## src/hdl/ext_pin_irq_regs.svh

```systemverilog
// Register map, field positions, reset values for the pin interrupt flags.
// Assumes APB byte addressing; printed offsets are word indices.
`ifndef EXT_PIN_IRQ_REGS_SVH
`define EXT_PIN_IRQ_REGS_SVH
`define PIN01_FLAGS_INDEX    12'hFBE
`define KEY_SCAN_FLAGS_INDEX 12'hFBF
`define PIN01_FLAGS_ADDR     14'h3EF8
`define KEY_SCAN_FLAGS_ADDR  14'h3EFC
`define IRQ_STATUS_ADDR      14'h3F00
`define IRQ_MASK_ADDR        14'h3F04
`define EDGE_SELECT_ADDR     14'h3F08
`define SERVICE_ACK_ADDR     14'h3F0C
`define PIN_ONE_EN_BIT       3
`define PIN_ONE_REQ_BIT      2
`define PIN_ZERO_EN_BIT      1
`define PIN_ZERO_REQ_BIT     0
`define KEY_SCAN_EN_BIT      1
`define KEY_SCAN_REQ_BIT     0
`define PIN01_FLAGS_RESET    4'h0
`define KEY_SCAN_RESET       2'h0
`define STATUS_RESET         3'h0
`define MASK_RESET           3'h0
`define EDGE_SELECT_RESET    2'h0
`endif

```

## src/hdl/ext_pin_irq_pkg.sv

```systemverilog
// Types shared by the pin interrupt flag block.
// Assumes nothing beyond the register header.
package ext_pin_irq_pkg;
  typedef enum logic [1:0] {
    src_pin_zero = 2'b00,
    src_pin_one  = 2'b01,
    src_key_scan = 2'b10
  } irq_source_t;
  typedef logic [2:0] src_vec_t;
endpackage

```

## src/hdl/pin_sync_if.sv

```systemverilog
// Carrier between the top and the input synchroniser.
// Assumes one clock domain, pclk.
`timescale 1ns/10ps
interface pin_sync_if #(parameter int WIDTH = 10);
  logic [WIDTH-1:0] raw;
  logic [WIDTH-1:0] synced;
  logic [WIDTH-1:0] rise;
  logic [WIDTH-1:0] fall;
  modport owner (output raw, input synced, input rise, input fall);
  modport sync  (input raw, output synced, output rise, output fall);
endinterface

```

## src/hdl/pin_edge_sync.sv

```systemverilog
// Two-flop synchroniser plus edge detection for asynchronous pins.
// Assumes pins idle high after reset (pull-ups).
`timescale 1ns/10ps
module pin_edge_sync #(
  parameter int WIDTH = 10
) (
  input  wire logic pclk,
  input  wire logic presetn,
  pin_sync_if.sync  pins
);
  logic [WIDTH-1:0] stage_one;
  logic [WIDTH-1:0] stage_two;
  logic [WIDTH-1:0] stage_old;

  always_ff @(posedge pclk or negedge presetn) begin
    if (!presetn) begin
      stage_one <= '1;
      stage_two <= '1;
      stage_old <= '1;
    end else begin
      stage_one <= pins.raw;
      stage_two <= stage_one;
      stage_old <= stage_two;
    end
  end

  assign pins.synced = stage_two;
  assign pins.rise   = stage_two & ~stage_old;
  assign pins.fall   = ~stage_two & stage_old;
endmodule

```

## src/hdl/ext_pin_interrupt_flags.sv

```systemverilog
// Enable and request flags for two edge pins and an 8-pin key-scan group.
// Assumes an APB master on pclk; pins are asynchronous to pclk.
`timescale 1ns/10ps
`include "ext_pin_irq_regs.svh"

// How it works
// - Pins zero/one flags share one 4-bit register
// - Pin enable 0 blocks, 1 passes request to pin_zero_irq/pin_one_irq; irq ignores enables
// - Any key-scan falling edge sets key request
// - Key request cleared only by software
// - Key register: bits 3-2 undefined, enable, request
module ext_pin_interrupt_flags
  import ext_pin_irq_pkg::*;
#(
  parameter int KEY_PINS = 8
) (
  input  wire logic                pclk,
  input  wire logic                presetn,
  input  wire logic                psel,
  input  wire logic                penable,
  input  wire logic                pwrite,
  input  wire logic [31:0]         paddr,
  input  wire logic [31:0]         pwdata,
  output logic      [31:0]         prdata,
  output logic                     pready,
  output logic                     pslverr,
  input  wire logic                ext_pin_zero,
  input  wire logic                ext_pin_one,
  input  wire logic [KEY_PINS-1:0] key_scan_inputs,
  input  wire logic                pin_zero_service_ack,
  input  wire logic                pin_one_service_ack,
  output logic                     pin_zero_irq,
  output logic                     pin_one_irq,
  output logic                     key_scan_source,
  output logic                     irq
);
  localparam int NPINS = KEY_PINS + 2;

  logic [3:0] pin_flags;
  logic       key_scan_irq_enable;
  logic       key_scan_irq_request;
  src_vec_t   irq_status;
  src_vec_t   irq_mask;
  logic [1:0] edge_select;
  logic       wr;
  logic       rd;
  logic       hit;
  logic [13:0] addr;
  logic       event_zero;
  logic       event_one;
  logic       event_key;
  logic       ack_zero;
  logic       ack_one;
  src_vec_t   events;

  pin_sync_if #(.WIDTH(NPINS)) pins ();

  assign pins.raw = {key_scan_inputs, ext_pin_one, ext_pin_zero};

  pin_edge_sync #(.WIDTH(NPINS)) u_sync (
    .pclk    (pclk),
    .presetn (presetn),
    .pins    (pins)
  );

  // APB decode: zero wait states, unmapped addresses answer with an error
  assign addr    = paddr[13:0];
  assign pready  = 1'b1;
  assign wr      = psel & penable & pwrite;
  assign rd      = psel & penable & ~pwrite;
  always_comb begin
    hit = (paddr[31:14] == 18'h0) && (paddr[1:0] == 2'h0) &&
          (addr == `PIN01_FLAGS_ADDR || addr == `KEY_SCAN_FLAGS_ADDR ||
           addr == `IRQ_STATUS_ADDR  || addr == `IRQ_MASK_ADDR      ||
           addr == `EDGE_SELECT_ADDR || addr == `SERVICE_ACK_ADDR);
  end
  assign pslverr = psel & penable & ~hit;

  // Edge selection: bit set picks the rising edge, clear the falling edge
  assign event_zero = edge_select[0] ? pins.rise[0] : pins.fall[0];
  assign event_one  = edge_select[1] ? pins.rise[1] : pins.fall[1];
  assign event_key  = |pins.fall[NPINS-1:2];
  assign events     = {event_key, event_one, event_zero};

  // Servicing: dedicated ack inputs or a write of ones to the ack register
  assign ack_zero = pin_zero_service_ack |
                    (wr && addr == `SERVICE_ACK_ADDR &&
                     pwdata[`PIN_ZERO_REQ_BIT]);
  assign ack_one  = pin_one_service_ack |
                    (wr && addr == `SERVICE_ACK_ADDR &&
                     pwdata[`PIN_ONE_REQ_BIT]);

  always_ff @(posedge pclk or negedge presetn) begin
    if (!presetn) begin
      edge_select <= `EDGE_SELECT_RESET;
    end else if (wr && addr == `EDGE_SELECT_ADDR) begin
      edge_select <= pwdata[1:0];
    end
  end

  // Pin zero/one flag register; a new edge wins over a clear
  always_ff @(posedge pclk or negedge presetn) begin
    if (!presetn) begin
      pin_flags <= `PIN01_FLAGS_RESET;
    end else begin
      if (wr && addr == `PIN01_FLAGS_ADDR) begin
        pin_flags <= pwdata[3:0];
      end
      if (ack_zero) begin
        pin_flags[`PIN_ZERO_REQ_BIT] <= 1'b0;
      end
      if (ack_one) begin
        pin_flags[`PIN_ONE_REQ_BIT] <= 1'b0;
      end
      if (event_zero) begin
        pin_flags[`PIN_ZERO_REQ_BIT] <= 1'b1;
      end
      if (event_one) begin
        pin_flags[`PIN_ONE_REQ_BIT] <= 1'b1;
      end
    end
  end

  // Key-scan flags; request has no hardware clear
  always_ff @(posedge pclk or negedge presetn) begin
    if (!presetn) begin
      {key_scan_irq_enable, key_scan_irq_request} <= `KEY_SCAN_RESET;
    end else begin
      if (wr && addr == `KEY_SCAN_FLAGS_ADDR) begin
        key_scan_irq_enable  <= pwdata[`KEY_SCAN_EN_BIT];
        key_scan_irq_request <= pwdata[`KEY_SCAN_REQ_BIT];
      end
      if (event_key) begin
        key_scan_irq_request <= 1'b1;
      end
    end
  end

  // Sticky event status, write one to clear, set wins
  always_ff @(posedge pclk or negedge presetn) begin
    if (!presetn) begin
      irq_status <= `STATUS_RESET;
    end else if (wr && addr == `IRQ_STATUS_ADDR) begin
      irq_status <= (irq_status & ~pwdata[2:0]) | events;
    end else begin
      irq_status <= irq_status | events;
    end
  end

  always_ff @(posedge pclk or negedge presetn) begin
    if (!presetn) begin
      irq_mask <= `MASK_RESET;
    end else if (wr && addr == `IRQ_MASK_ADDR) begin
      irq_mask <= pwdata[2:0];
    end
  end

  // Requests toward the processor: per-source outputs gated by enables, irq by irq_mask
  always_ff @(posedge pclk or negedge presetn) begin
    if (!presetn) begin
      pin_zero_irq    <= 1'b0;
      pin_one_irq     <= 1'b0;
      key_scan_source <= 1'b0;
      irq             <= 1'b0;
    end else begin
      pin_zero_irq    <= next_zero_irq(pin_flags);
      pin_one_irq     <= pin_flags[`PIN_ONE_EN_BIT] &
                         pin_flags[`PIN_ONE_REQ_BIT];
      key_scan_source <= key_scan_irq_enable & key_scan_irq_request;
      irq             <= |(next_status(irq_status, events) & irq_mask);
    end
  end

  function automatic logic next_zero_irq(input logic [3:0] f);
    return f[`PIN_ZERO_EN_BIT] & f[`PIN_ZERO_REQ_BIT];
  endfunction

  function automatic src_vec_t next_status(input src_vec_t s,
                                           input src_vec_t e);
    return s | e;
  endfunction

  // Read data registered in the setup cycle, valid during access phase
  always_ff @(posedge pclk or negedge presetn) begin
    if (!presetn) begin
      prdata <= 32'h0;
    end else if (psel && !penable && !pwrite) begin
      unique case (paddr[13:0])
        `PIN01_FLAGS_ADDR:    prdata <= {28'h0, pin_flags};
        `KEY_SCAN_FLAGS_ADDR: prdata <= {30'h0, key_scan_irq_enable,
                                         key_scan_irq_request};
        `IRQ_STATUS_ADDR:     prdata <= {29'h0, irq_status};
        `IRQ_MASK_ADDR:       prdata <= {29'h0, irq_mask};
        `EDGE_SELECT_ADDR:    prdata <= {30'h0, edge_select};
        default:              prdata <= 32'h0;
      endcase
    end
  end
endmodule

```

## config.mk

```make
export PLATFORM = sky130hd
export DESIGN_NAME = ext_pin_interrupt_flags
export DESIGN_NICKNAME = d
export VERILOG_FILES = /design/src/hdl/ext_pin_irq_pkg.sv /design/src/hdl/pin_sync_if.sv /design/src/hdl/pin_edge_sync.sv /design/src/hdl/ext_pin_interrupt_flags.sv
export VERILOG_INCLUDE_DIRS = /design/src /design/src/hdl
export SDC_FILE = /design/constraint.sdc
export NUM_CORES = 1
export LEC_CHECK = 0
export BUFFER_PORTS_ARGS = -buffer_cell sky130_fd_sc_hd__buf_2
export CORE_ASPECT_RATIO = 0.8
export CORE_MARGIN = 2
export CORE_UTILIZATION = 41
export CTS_CLUSTER_SIZE = 14
export DETAILED_ROUTE_END_ITERATION = 16
export PLACE_DENSITY_LB_ADDON = 0.12
export SKIP_LAST_GASP = 1
export SLEW_MARGIN = 10
export SYNTH_ARGS = -nofsm -noshare
export SYNTH_HDL_FRONTEND = slang
export SYNTH_SLANG_ARGS = --single-unit
```

## constraint.sdc

```tcl
create_clock -name pclk -period 1.3 [get_ports pclk]
set_input_delay 0.065 -clock pclk [delete_from_list [all_inputs] [get_ports pclk]]
set_output_delay 0.065 -clock pclk [all_outputs]
set_load 0.01 [all_outputs]
```

==> results of run 1 <==
cells by family after synthesis:
logic type	after synthesis	synth area share, %
AO/OA/AOI/OAI	30	8.65
buffers and inverters	41	11.0
flip-flops	52	56.1
multiplexers	12	5.66
other	2	0.315
AND/OR/NAND/NOR	64	18.2
worst max-delay path by stage:
stage                                        to  slack, ns                            start  depth (start not counted)
6_report       key_scan_irq_request$_DFFE_PN0P_      -0.16  u_sync.pins.synced[7]$_DFF_PN1_                          4
5_1_grt        key_scan_irq_request$_DFFE_PN0P_      -0.21  u_sync.pins.synced[7]$_DFF_PN1_                          4
4_1_cts        key_scan_irq_request$_DFFE_PN0P_      -0.18  u_sync.pins.synced[7]$_DFF_PN1_                          4
3_5_place_dp         edge_select[1]$_DFFE_PN0P_      -0.23                         paddr[5]                          5
3_3_place_gp            irq_mask[0]$_DFFE_PN0P_      -0.19                         paddr[5]                          5
2_1_floorplan  key_scan_irq_request$_DFFE_PN0P_      -0.07  u_sync.pins.synced[5]$_DFF_PN1_                          4
cells in the final DEF (no fill, tap or decap), types with 4 or more instances in the layout:
cell type / n
a31oi_1: 5
and3_1: 4
buf_2: 59
nor4_1: 4
buf_4: 23
dfrtp_1: 22
clkbuf_8: 5
inv_1: 8
nand2_1: 4
nor4_2: 4
conb_1: 29
and2_1: 6
o21ai_0: 4
dfstp_2: 30
nand3_1: 4
dlygate4sd3_1: 12
mux2_1: 6
nor2_1: 8
nand3b_1: 5
nand4_1: 5
cell type report:
cell class | count | area (um^2)
flip-flops and latches | 52 | 1340
multi-input cells | 135 | 982
fillers | 470 | 2340
well taps | 78 | 97.6
clock buffers | 5 | 68.8
repair buffers | 98 | 642
inverters | 8 | 30.0
clock inverters | 3 | 23.8
state kept, by name (all words and copies together), names as in the netlist:
name and count:
u_sync.pins.synced 10, u_sync.stage_old 10, u_sync.stage_one 10, pin_flags 4
prdata 4, irq_mask 3, irq_status 3, edge_select 2
irq 1, key_scan_irq_enable 1, key_scan_irq_request 1, key_scan_source 1
pin_one_irq 1, pin_zero_irq 1
metrics by stage:
step / total power [mW] / util (%) / hold slack, ns / TNS [ns]
final: 3.06 / 57.6 / 0.0440 / -0.301
after global routing: 3.21 / 57.6 / 0.0421 / -0.542
after CTS: 3.07 / 56.3 / 0.0315 / -0.354
after detailed placement: 2.11 / 51.4 / 0.0723 / -2.73
after global placement: 2.11 / 51.4 / 0.0739 / -2.37
after floorplan: 1.96 / - / -0.231 / -0.338
critical path: stages (launching register included):
cell	delay, ns
dfstp_2	0.54
nand2b_4	0.12
o2111ai_4	0.11
or3_4	0.35
a211o_1	0.23
power by group through the flow:
stage                     sequential (mW)  combinational [mW]  clock [mW]
after floorplan                      1.77               0.191           0
after global placement               1.77               0.335           0
after detailed placement             1.78               0.337           0
after CTS                            1.75               0.378       0.943
after global routing                 1.76               0.440        1.01
final                                1.75               0.401       0.909
layer usage:
metal | track usage [%] | wire length [um] | vias up
li1 | - | - | 867
met1 | 24.6 | 2330 | 855
met2 | 25.5 | 2430 | 70
met3 | 3.64 | 307 | 7
met4 | 3.98 | 42 | 0
met5 | 0 | 0 | -
timing repair:
action                                 in CTS  in global routing
pin swaps                                   6                  5
hold buffers                               12                  0
endpoints found under the hold margin      62                  0
cloned                                      0                  0
gates resized for setup                     8                 10
setup endpoints to repair                   6                  9
buffers inserted                            2                  1
==> results by stage, run 1 <==
Routing:
- The count of TritonRoute iterations in the first routing pass is 4.
- After detailed routing, the number of remaining DRC violations is 0.
- For this block, the initial DRC count from the detailed router was 140.
- The via count of the routed design is approximately 1,800.
- The average via count per standard cell is roughly 4.7.
- The final routed wire length divided by cell count is 13.5 um.
- For this block, the routed nets add up to 5110 um of wire.
- The count of nets left with antenna violations once routing finished came out at 0.

STA:
- The maximum clock rate is slightly below 700 MHz.
- The number of max-slew violations in the final report is 0.
- The post-route clock period utilization is 112%.
- Setup slack on the critical path of the routed design comes to -0.160 ns.
- Setup repair after global routing could not meet its margin everywhere.
- The clock skew is 0.00749 ns.
- Setup violations remaining at the end of the flow were counted as 4.
- The smallest clock period supported by the final layout is computed as between 1 and 1.5 ns.
- The number of hold-slack violations in the final timing report is 0.

Synthesis:
- For this run, the number of Yosys warnings is 0.
- Of the post-synthesis cell area, the dominant cell type holds 33.0%.
- The cell area that synthesis handed to floorplanning was 2390 um^2.
- By area the synthesized netlist is led by dfstp_2 (33%), dfrtp_1 (23%), buf_4 (9.1%).
- The number of synthesized flops with an enable pin is 0.
- The share of synthesized flip-flops with an asynchronous set or reset is 100%.
- The post-synthesis register bit count is 52.
- By count the netlist is led by dfstp_2 (30), buf_4 (29), dfrtp_1 (22).
- The mean instance size in the synthesized netlist is 11.9 um^2.
- The library cell with the highest instance count after synthesis is dfstp_2.
- dfstp_2 takes more of the synthesized area than any other cell.
- The share of the yosys chip area belonging to registers is 56.1%.
- After synthesis, the netlist uses 44 different library cells.
- The gate count of the mapped netlist is roughly 200.
- The most used flip-flop cell after synthesis is dfstp_2.

Hold path:
- The path with the worst hold slack has its endpoint at irq_status[1]$_DFF_PN0_.
- The hold-critical path depth is 2.
- The type of the worst min-delay path is in2reg.
- The launch instance of the worst min-delay path is pwdata[1].

Floorplan:
- The die is 72.2 um tall.
- The die outline area is 6450 um^2.
- The number of rows created at floorplan is 24.
- The floorplan step set the die width to 89.3 um.
- After floorplanning, the core was sized to cover 5530 um^2.
- The number of I/O pins is 119.
- The initial utilization of the core area, before any placement, comes to 43.2%.

GRT:
- The total overflow left after global routing is 0.
- The number of global-route vias before repair is ~1,800.
- The first global-routing pass estimated around 8300 um of wire.
- The total global routing track utilization is roughly 17%.
- The initial antenna violation count is 0.
- Entering global routing, the biggest net connects 53 pins.

Setup path:
- The setup check on the worst reg-to-reg path leaves a slack of -0.16 ns.
- The sort of element at the end of the critical path is a flip-flop.
- Counting cells, the worst reg-to-reg path comes to 4.
- The arrival time reported for the critical path endpoint is 1.66 ns.
- The reg-to-reg endpoint is key_scan_irq_request$_DFFE_PN0P_.
- The startpoint kind of the worst setup timing path is a flip-flop.
- The critical setup path kind is reg2reg.
- The launch instance of the worst register-to-register path is u_sync.pins.synced[7]$_DFF_PN1_.
- Data on the critical path is required at its endpoint by 1.50 ns.
- The maximum fanout encountered on the critical timing path is 2.

Finish:
- The repair_antennas step left the layout with diodes totalling 0.
- The finished layout holds 379 standard cells, fillers aside.
- The final instance area is between 3000 and 4000 um^2.
- Of the cells placed in the final design, the portion with a size suffix greater than 1 is between 40% and 50%.
- The layout overhead on the synthesized area is 33.4%.
- The net count of the finished layout is 381.

Power:
- In this run, the clock network consumes between 20 and 30% of the power.
- The proportion of power drawn by combinational gates is between 10% and 20%.
- The power spent charging and discharging nets is 769 uW.
- The maximum vdd ir drop is a little over 0.0006 V.
- Sequential cells burn between 50% and 60% of the power.
- The switching portion of total power is 25.1%.
- The static leakage power is 1.55 nW.
- The cell internal power dissipation is 2.29 mW.
- In this run the power density over the cells is 961 nW/um^2.

Outcome:
- The final reports fail on negative setup slack.
- The flow ran to the end, but the final reports show violations.

Place:
- The setup slack after placement is -0.231 ns.
- The detailed placer's ending HPWL is just under 4000 um.
- The final weighted congestion in routability-driven placement is 0.945.
- Buffers placed on the I/O ports in this run total 61.
- The instance area at placement is approximately 2800 um^2.
- Counting tap cells, the placed design contains a total of 356 instances.

Clock network:
- TritonCTS built the clock tree.
- The maximum buffer depth of the clock tree is 2.
- The H-tree generated during clock tree synthesis spans 2 levels.
- The number of clock buffers added by TritonCTS is 5.
- At the later pin of the worst-skew pair, clock insertion delay measures 0.30 ns.
- The root buffer selected by CTS is clkbuf_8.
- The clock-pin slew on the worst setup and hold paths is 0.10 ns.
- The clock drives 52 sinks.

Run:
- The count of maximum capacitance violations is 0.
(Power assumes the default switching activity.)
==> inputs of run 2 (changes only) <==
- ABC_AREA: unset -> 1
- CORE_UTILIZATION: 41 -> 42
- PLACE_DENSITY_LB_ADDON: 0.12 -> 0.1
==> results by stage, run 2 <==
Outcome:
- The run finished, with violations left.
- The checks that failed: negative setup slack.

Finish:
- The layout overhead on the synthesized area is 23.0%.
- The count of antenna diodes in the layout is 0.
- In the final layout, the share of cells above drive strength 1 is 37.8%.
- Leaving out fill and tap cells, the most frequent cells in the layout are nand2_1 (62), buf_2 (61), inv_1 (30), dfstp_2 (30), conb_1 (29).
- The library cell used most frequently in the layout, excluding fill and tap cells, is nand2_1.
- Cells fill 54.7% of the core in the end.
- The count of nets after finishing is 440.
- After routing the design area is 3040 um^2.

Synthesis:
- The commonest cells after synthesis are nand2_1 (66), inv_1 (33), dfstp_2 (30).
- The share of synthesized area in the top cell type comes to 31.9%.
- The leading register cell type out of synthesis is dfstp_2.
- The largest family of logic cells by synthesized area is simple AND/OR/NAND/NOR gates.
- The mean instance size in the synthesized netlist is 8.95 um^2.
- The cell area after technology mapping is ~2500 um^2.
- The number of warnings issued by yosys is 0.
- The distinct cell type count of the synthesized netlist is 24.
- After Yosys synthesis, XOR and XNOR cells account for 0% of the synthesized area.
- The library cell with the highest instance count after synthesis is nand2_1.
- Measured against the total synthesized area, the mux share comes to 0%.
- The number of synthesized flops with an enable pin is 0.
- The share of synthesized cell area in full adder, half adder and majority cells is 0%.
- For this run, the register share of the synthesized area comes to 54.2%.
- The post-synthesis register bit count is 52.
- By area the synthesized netlist is led by dfstp_2 (32%), dfrtp_1 (22%), nand2_1 (10%).
- The cell type with the highest aggregate area in the netlist is dfstp_2.
- The gate count of the mapped netlist is roughly 280.
- The simple-gate area share of the yosys netlist is 25.4%.
- The synthesized netlist devotes 5.78% of its cell area to compound gates.
- The share of synthesized flip-flops with an asynchronous set or reset is 100%.

Clock network:
- Clock-pin slew was measured on the worst setup and hold paths at ~0.09 ns.
- The maximum level of the CTS H-tree is 2.
- The total clock buffers created by CTS is 5.
- The root buffer cell chosen for the clock tree is clkbuf_8.
- For this design, the sink count on the clock tree is 52.
- TritonCTS built the clock tree.
- The clock latency on the worst-skew pair is approximately 0.29 ns.
- In this run the deepest clock path goes through 2 buffers.

STA:
- The maximum clock rate is 734 MHz.
- Across all setup checks in the final design, the least slack found is -0.0622 ns.
- Setup repair after global routing could not meet its margin everywhere.
- On the final layout, the worst clock skew is 0.00793 ns.
- For the finished layout, the period the worst path requires is 1.36 ns.
- Setup violations remaining at the end of the flow were counted as 2.
- The number of max-slew violations in the final report is 0.
- The number of hold-slack violations in the final timing report is 0.
- The worst hold slack across all endpoints is 0.0523 ns.
- After layout, the worst path uses 105% of the clock period.

Routing:
- Dividing the detail-routed wire length by the instance count gives 11.0 um.
- In the routed design, unresolved DRC markers number 0.
- Once detail routing completed, the nets flagged for antenna violations numbered 0.
- The post-detailed-routing wire length is 4810 um.
- After detailed routing, the number of vias per cell comes to 4.31.
- The violation count after the first detailed-routing iteration is 97.
- Before antenna repair, the detailed router went through 4 iterations.
- The routed layout has 1,887 vias.

Setup path:
- The maximum fanout encountered on the critical timing path is 3.
- Data on the critical path arrives at its endpoint at 1.55 ns.
- The sort of element at the end of the critical path is a flip-flop.
- The critical path in this run is classified as reg2reg.
- The startpoint kind of the worst setup timing path is a flip-flop.
- The worst path required time is 1.49 ns.

Floorplan:
- The vertical extent of the die is just over 70 um.
- The die is 89.7 um wide.
- 119 I/O pins were placed.
- For this configuration, the core starts out at a cell density of 44.5%.
- After floorplanning, the core was divided into 24 placement rows.
- In this run the standard cell core region covers 5560 um^2.
- The die outline area is 6510 um^2.

Place:
- The instance area at placement is 2790 um^2.
- The count of buffers added on input and output ports is between 60 and 70.
- After legalization and detailed placement, the total HPWL measured 3630 um.
- The setup slack after placement is -0.0952 ns.
- The congestion estimate from routability-driven global placement came to 0.801.

GRT:
- The number of global-route vias before repair is 1,711.
- After global routing the overflow that remains totals 0.
- The maximum number of pins on one net before global-route repair is 53.
- The first global-routing pass estimated 7970 um of wire.
- The total global routing track utilization is 15.4%.
- The initial antenna violation count was 0.

Hold path:
- The worst hold path belongs to the class in2reg.

Run:
- The tool flagged a number of max-cap violations equal to 0.

Power:
- The power density normalized to cell area is 990 nW/um^2.
- Summed over all cells, the static leakage comes to 1.55 nW.
- The maximum vdd ir drop is 0.000714 V.
## run 2: worst max-delay path: stages (launching register included)
cell and delay [ns]:
dfstp_2 0.55, inv_2 0.04, nand2_2 0.06, nand4_1 0.09, nor3_1 0.18, buf_4 0.15, nand2_2 0.05, and2_1 0.14
## run 2: layout make-up
| cell class | count | area (um^2) |
|---|---|---|
| Clock buffer | 7 | 86.3 |
| Timing Repair Buffer | 78 | 475 |
| Sequential cell | 52 | 1340 |
| Fill cell | 527 | 2520 |
| Clock inverter | 1 | 7.51 |
| Inverter | 36 | 136 |
| Multi-Input combinational cell | 186 | 897 |
| Tap cell | 78 | 97.6 |
## run 2: per-stage QoR
stage | instances | setup TNS (ns) | power [mW]
final | 438 | -0.0997 | 3.01
after global routing | 438 | -0.226 | 3.17
after global placement | 416 | -0.100 | 2.07
after detailed placement | 416 | -0.169 | 2.08
after CTS | 437 | -0.121 | 3.03
after floorplan | 303 | 0 | 1.97
## run 2: final timing paths
| path | to | cells after the start | start | slack [ns] |
|---|---|---|---|---|
| max | irq_status[2]$_DFF_PN0_ | 7 | u_sync.pins.synced[5]$_DFF_PN1_ | -0.06 |
| min | pin_flags[2]$_DFFE_PN0P_ | 4 | pin_one_service_ack | 0.05 |
| max reg2reg | irq_status[2]$_DFF_PN0_ | 7 | u_sync.pins.synced[5]$_DFF_PN1_ | -0.06 |
| min reg2reg | u_sync.pins.synced[8]$_DFF_PN1_ | 0 | u_sync.stage_one[8]$_DFF_PN1_ | 0.36 |
| max in group asynchronous | u_sync.pins.synced[7]$_DFF_PN1_ | 3 | presetn | 0.72 |
| min in group asynchronous | key_scan_source$_DFF_PN0_ | 3 | presetn | 0.28 |
## run 2: report_power, final
group          total [mW]  internal (mW)  switching [mW]
Combinational       0.338          0.142           0.196
Sequential           1.74           1.72          0.0279
Clock               0.927          0.433           0.494
Total                3.01           2.29           0.718
## run 2: cells by family after synthesis
kind of cell | count (synthesis)
and+or+nand+nor | 132
other | 2
AOI/OAI and AO/OA | 25
buffers and inverters | 65
DFF | 52
## run 2: layer usage
layer / track usage [%] / share of wire [%]
met1: 20.9 / 47
met2: 25.2 / 47
met3: 4.55 / 5.2
met4: 3.08 / 0.69
met5: 0 / 0
## run 2: repair_timing
item	in CTS	in global routing
endpoints found under the hold margin	33	0
setup endpoints to repair	2	4
gates resized for setup	1	9
buffers inserted	1	1
pin swaps	2	6
hold buffers	12	0
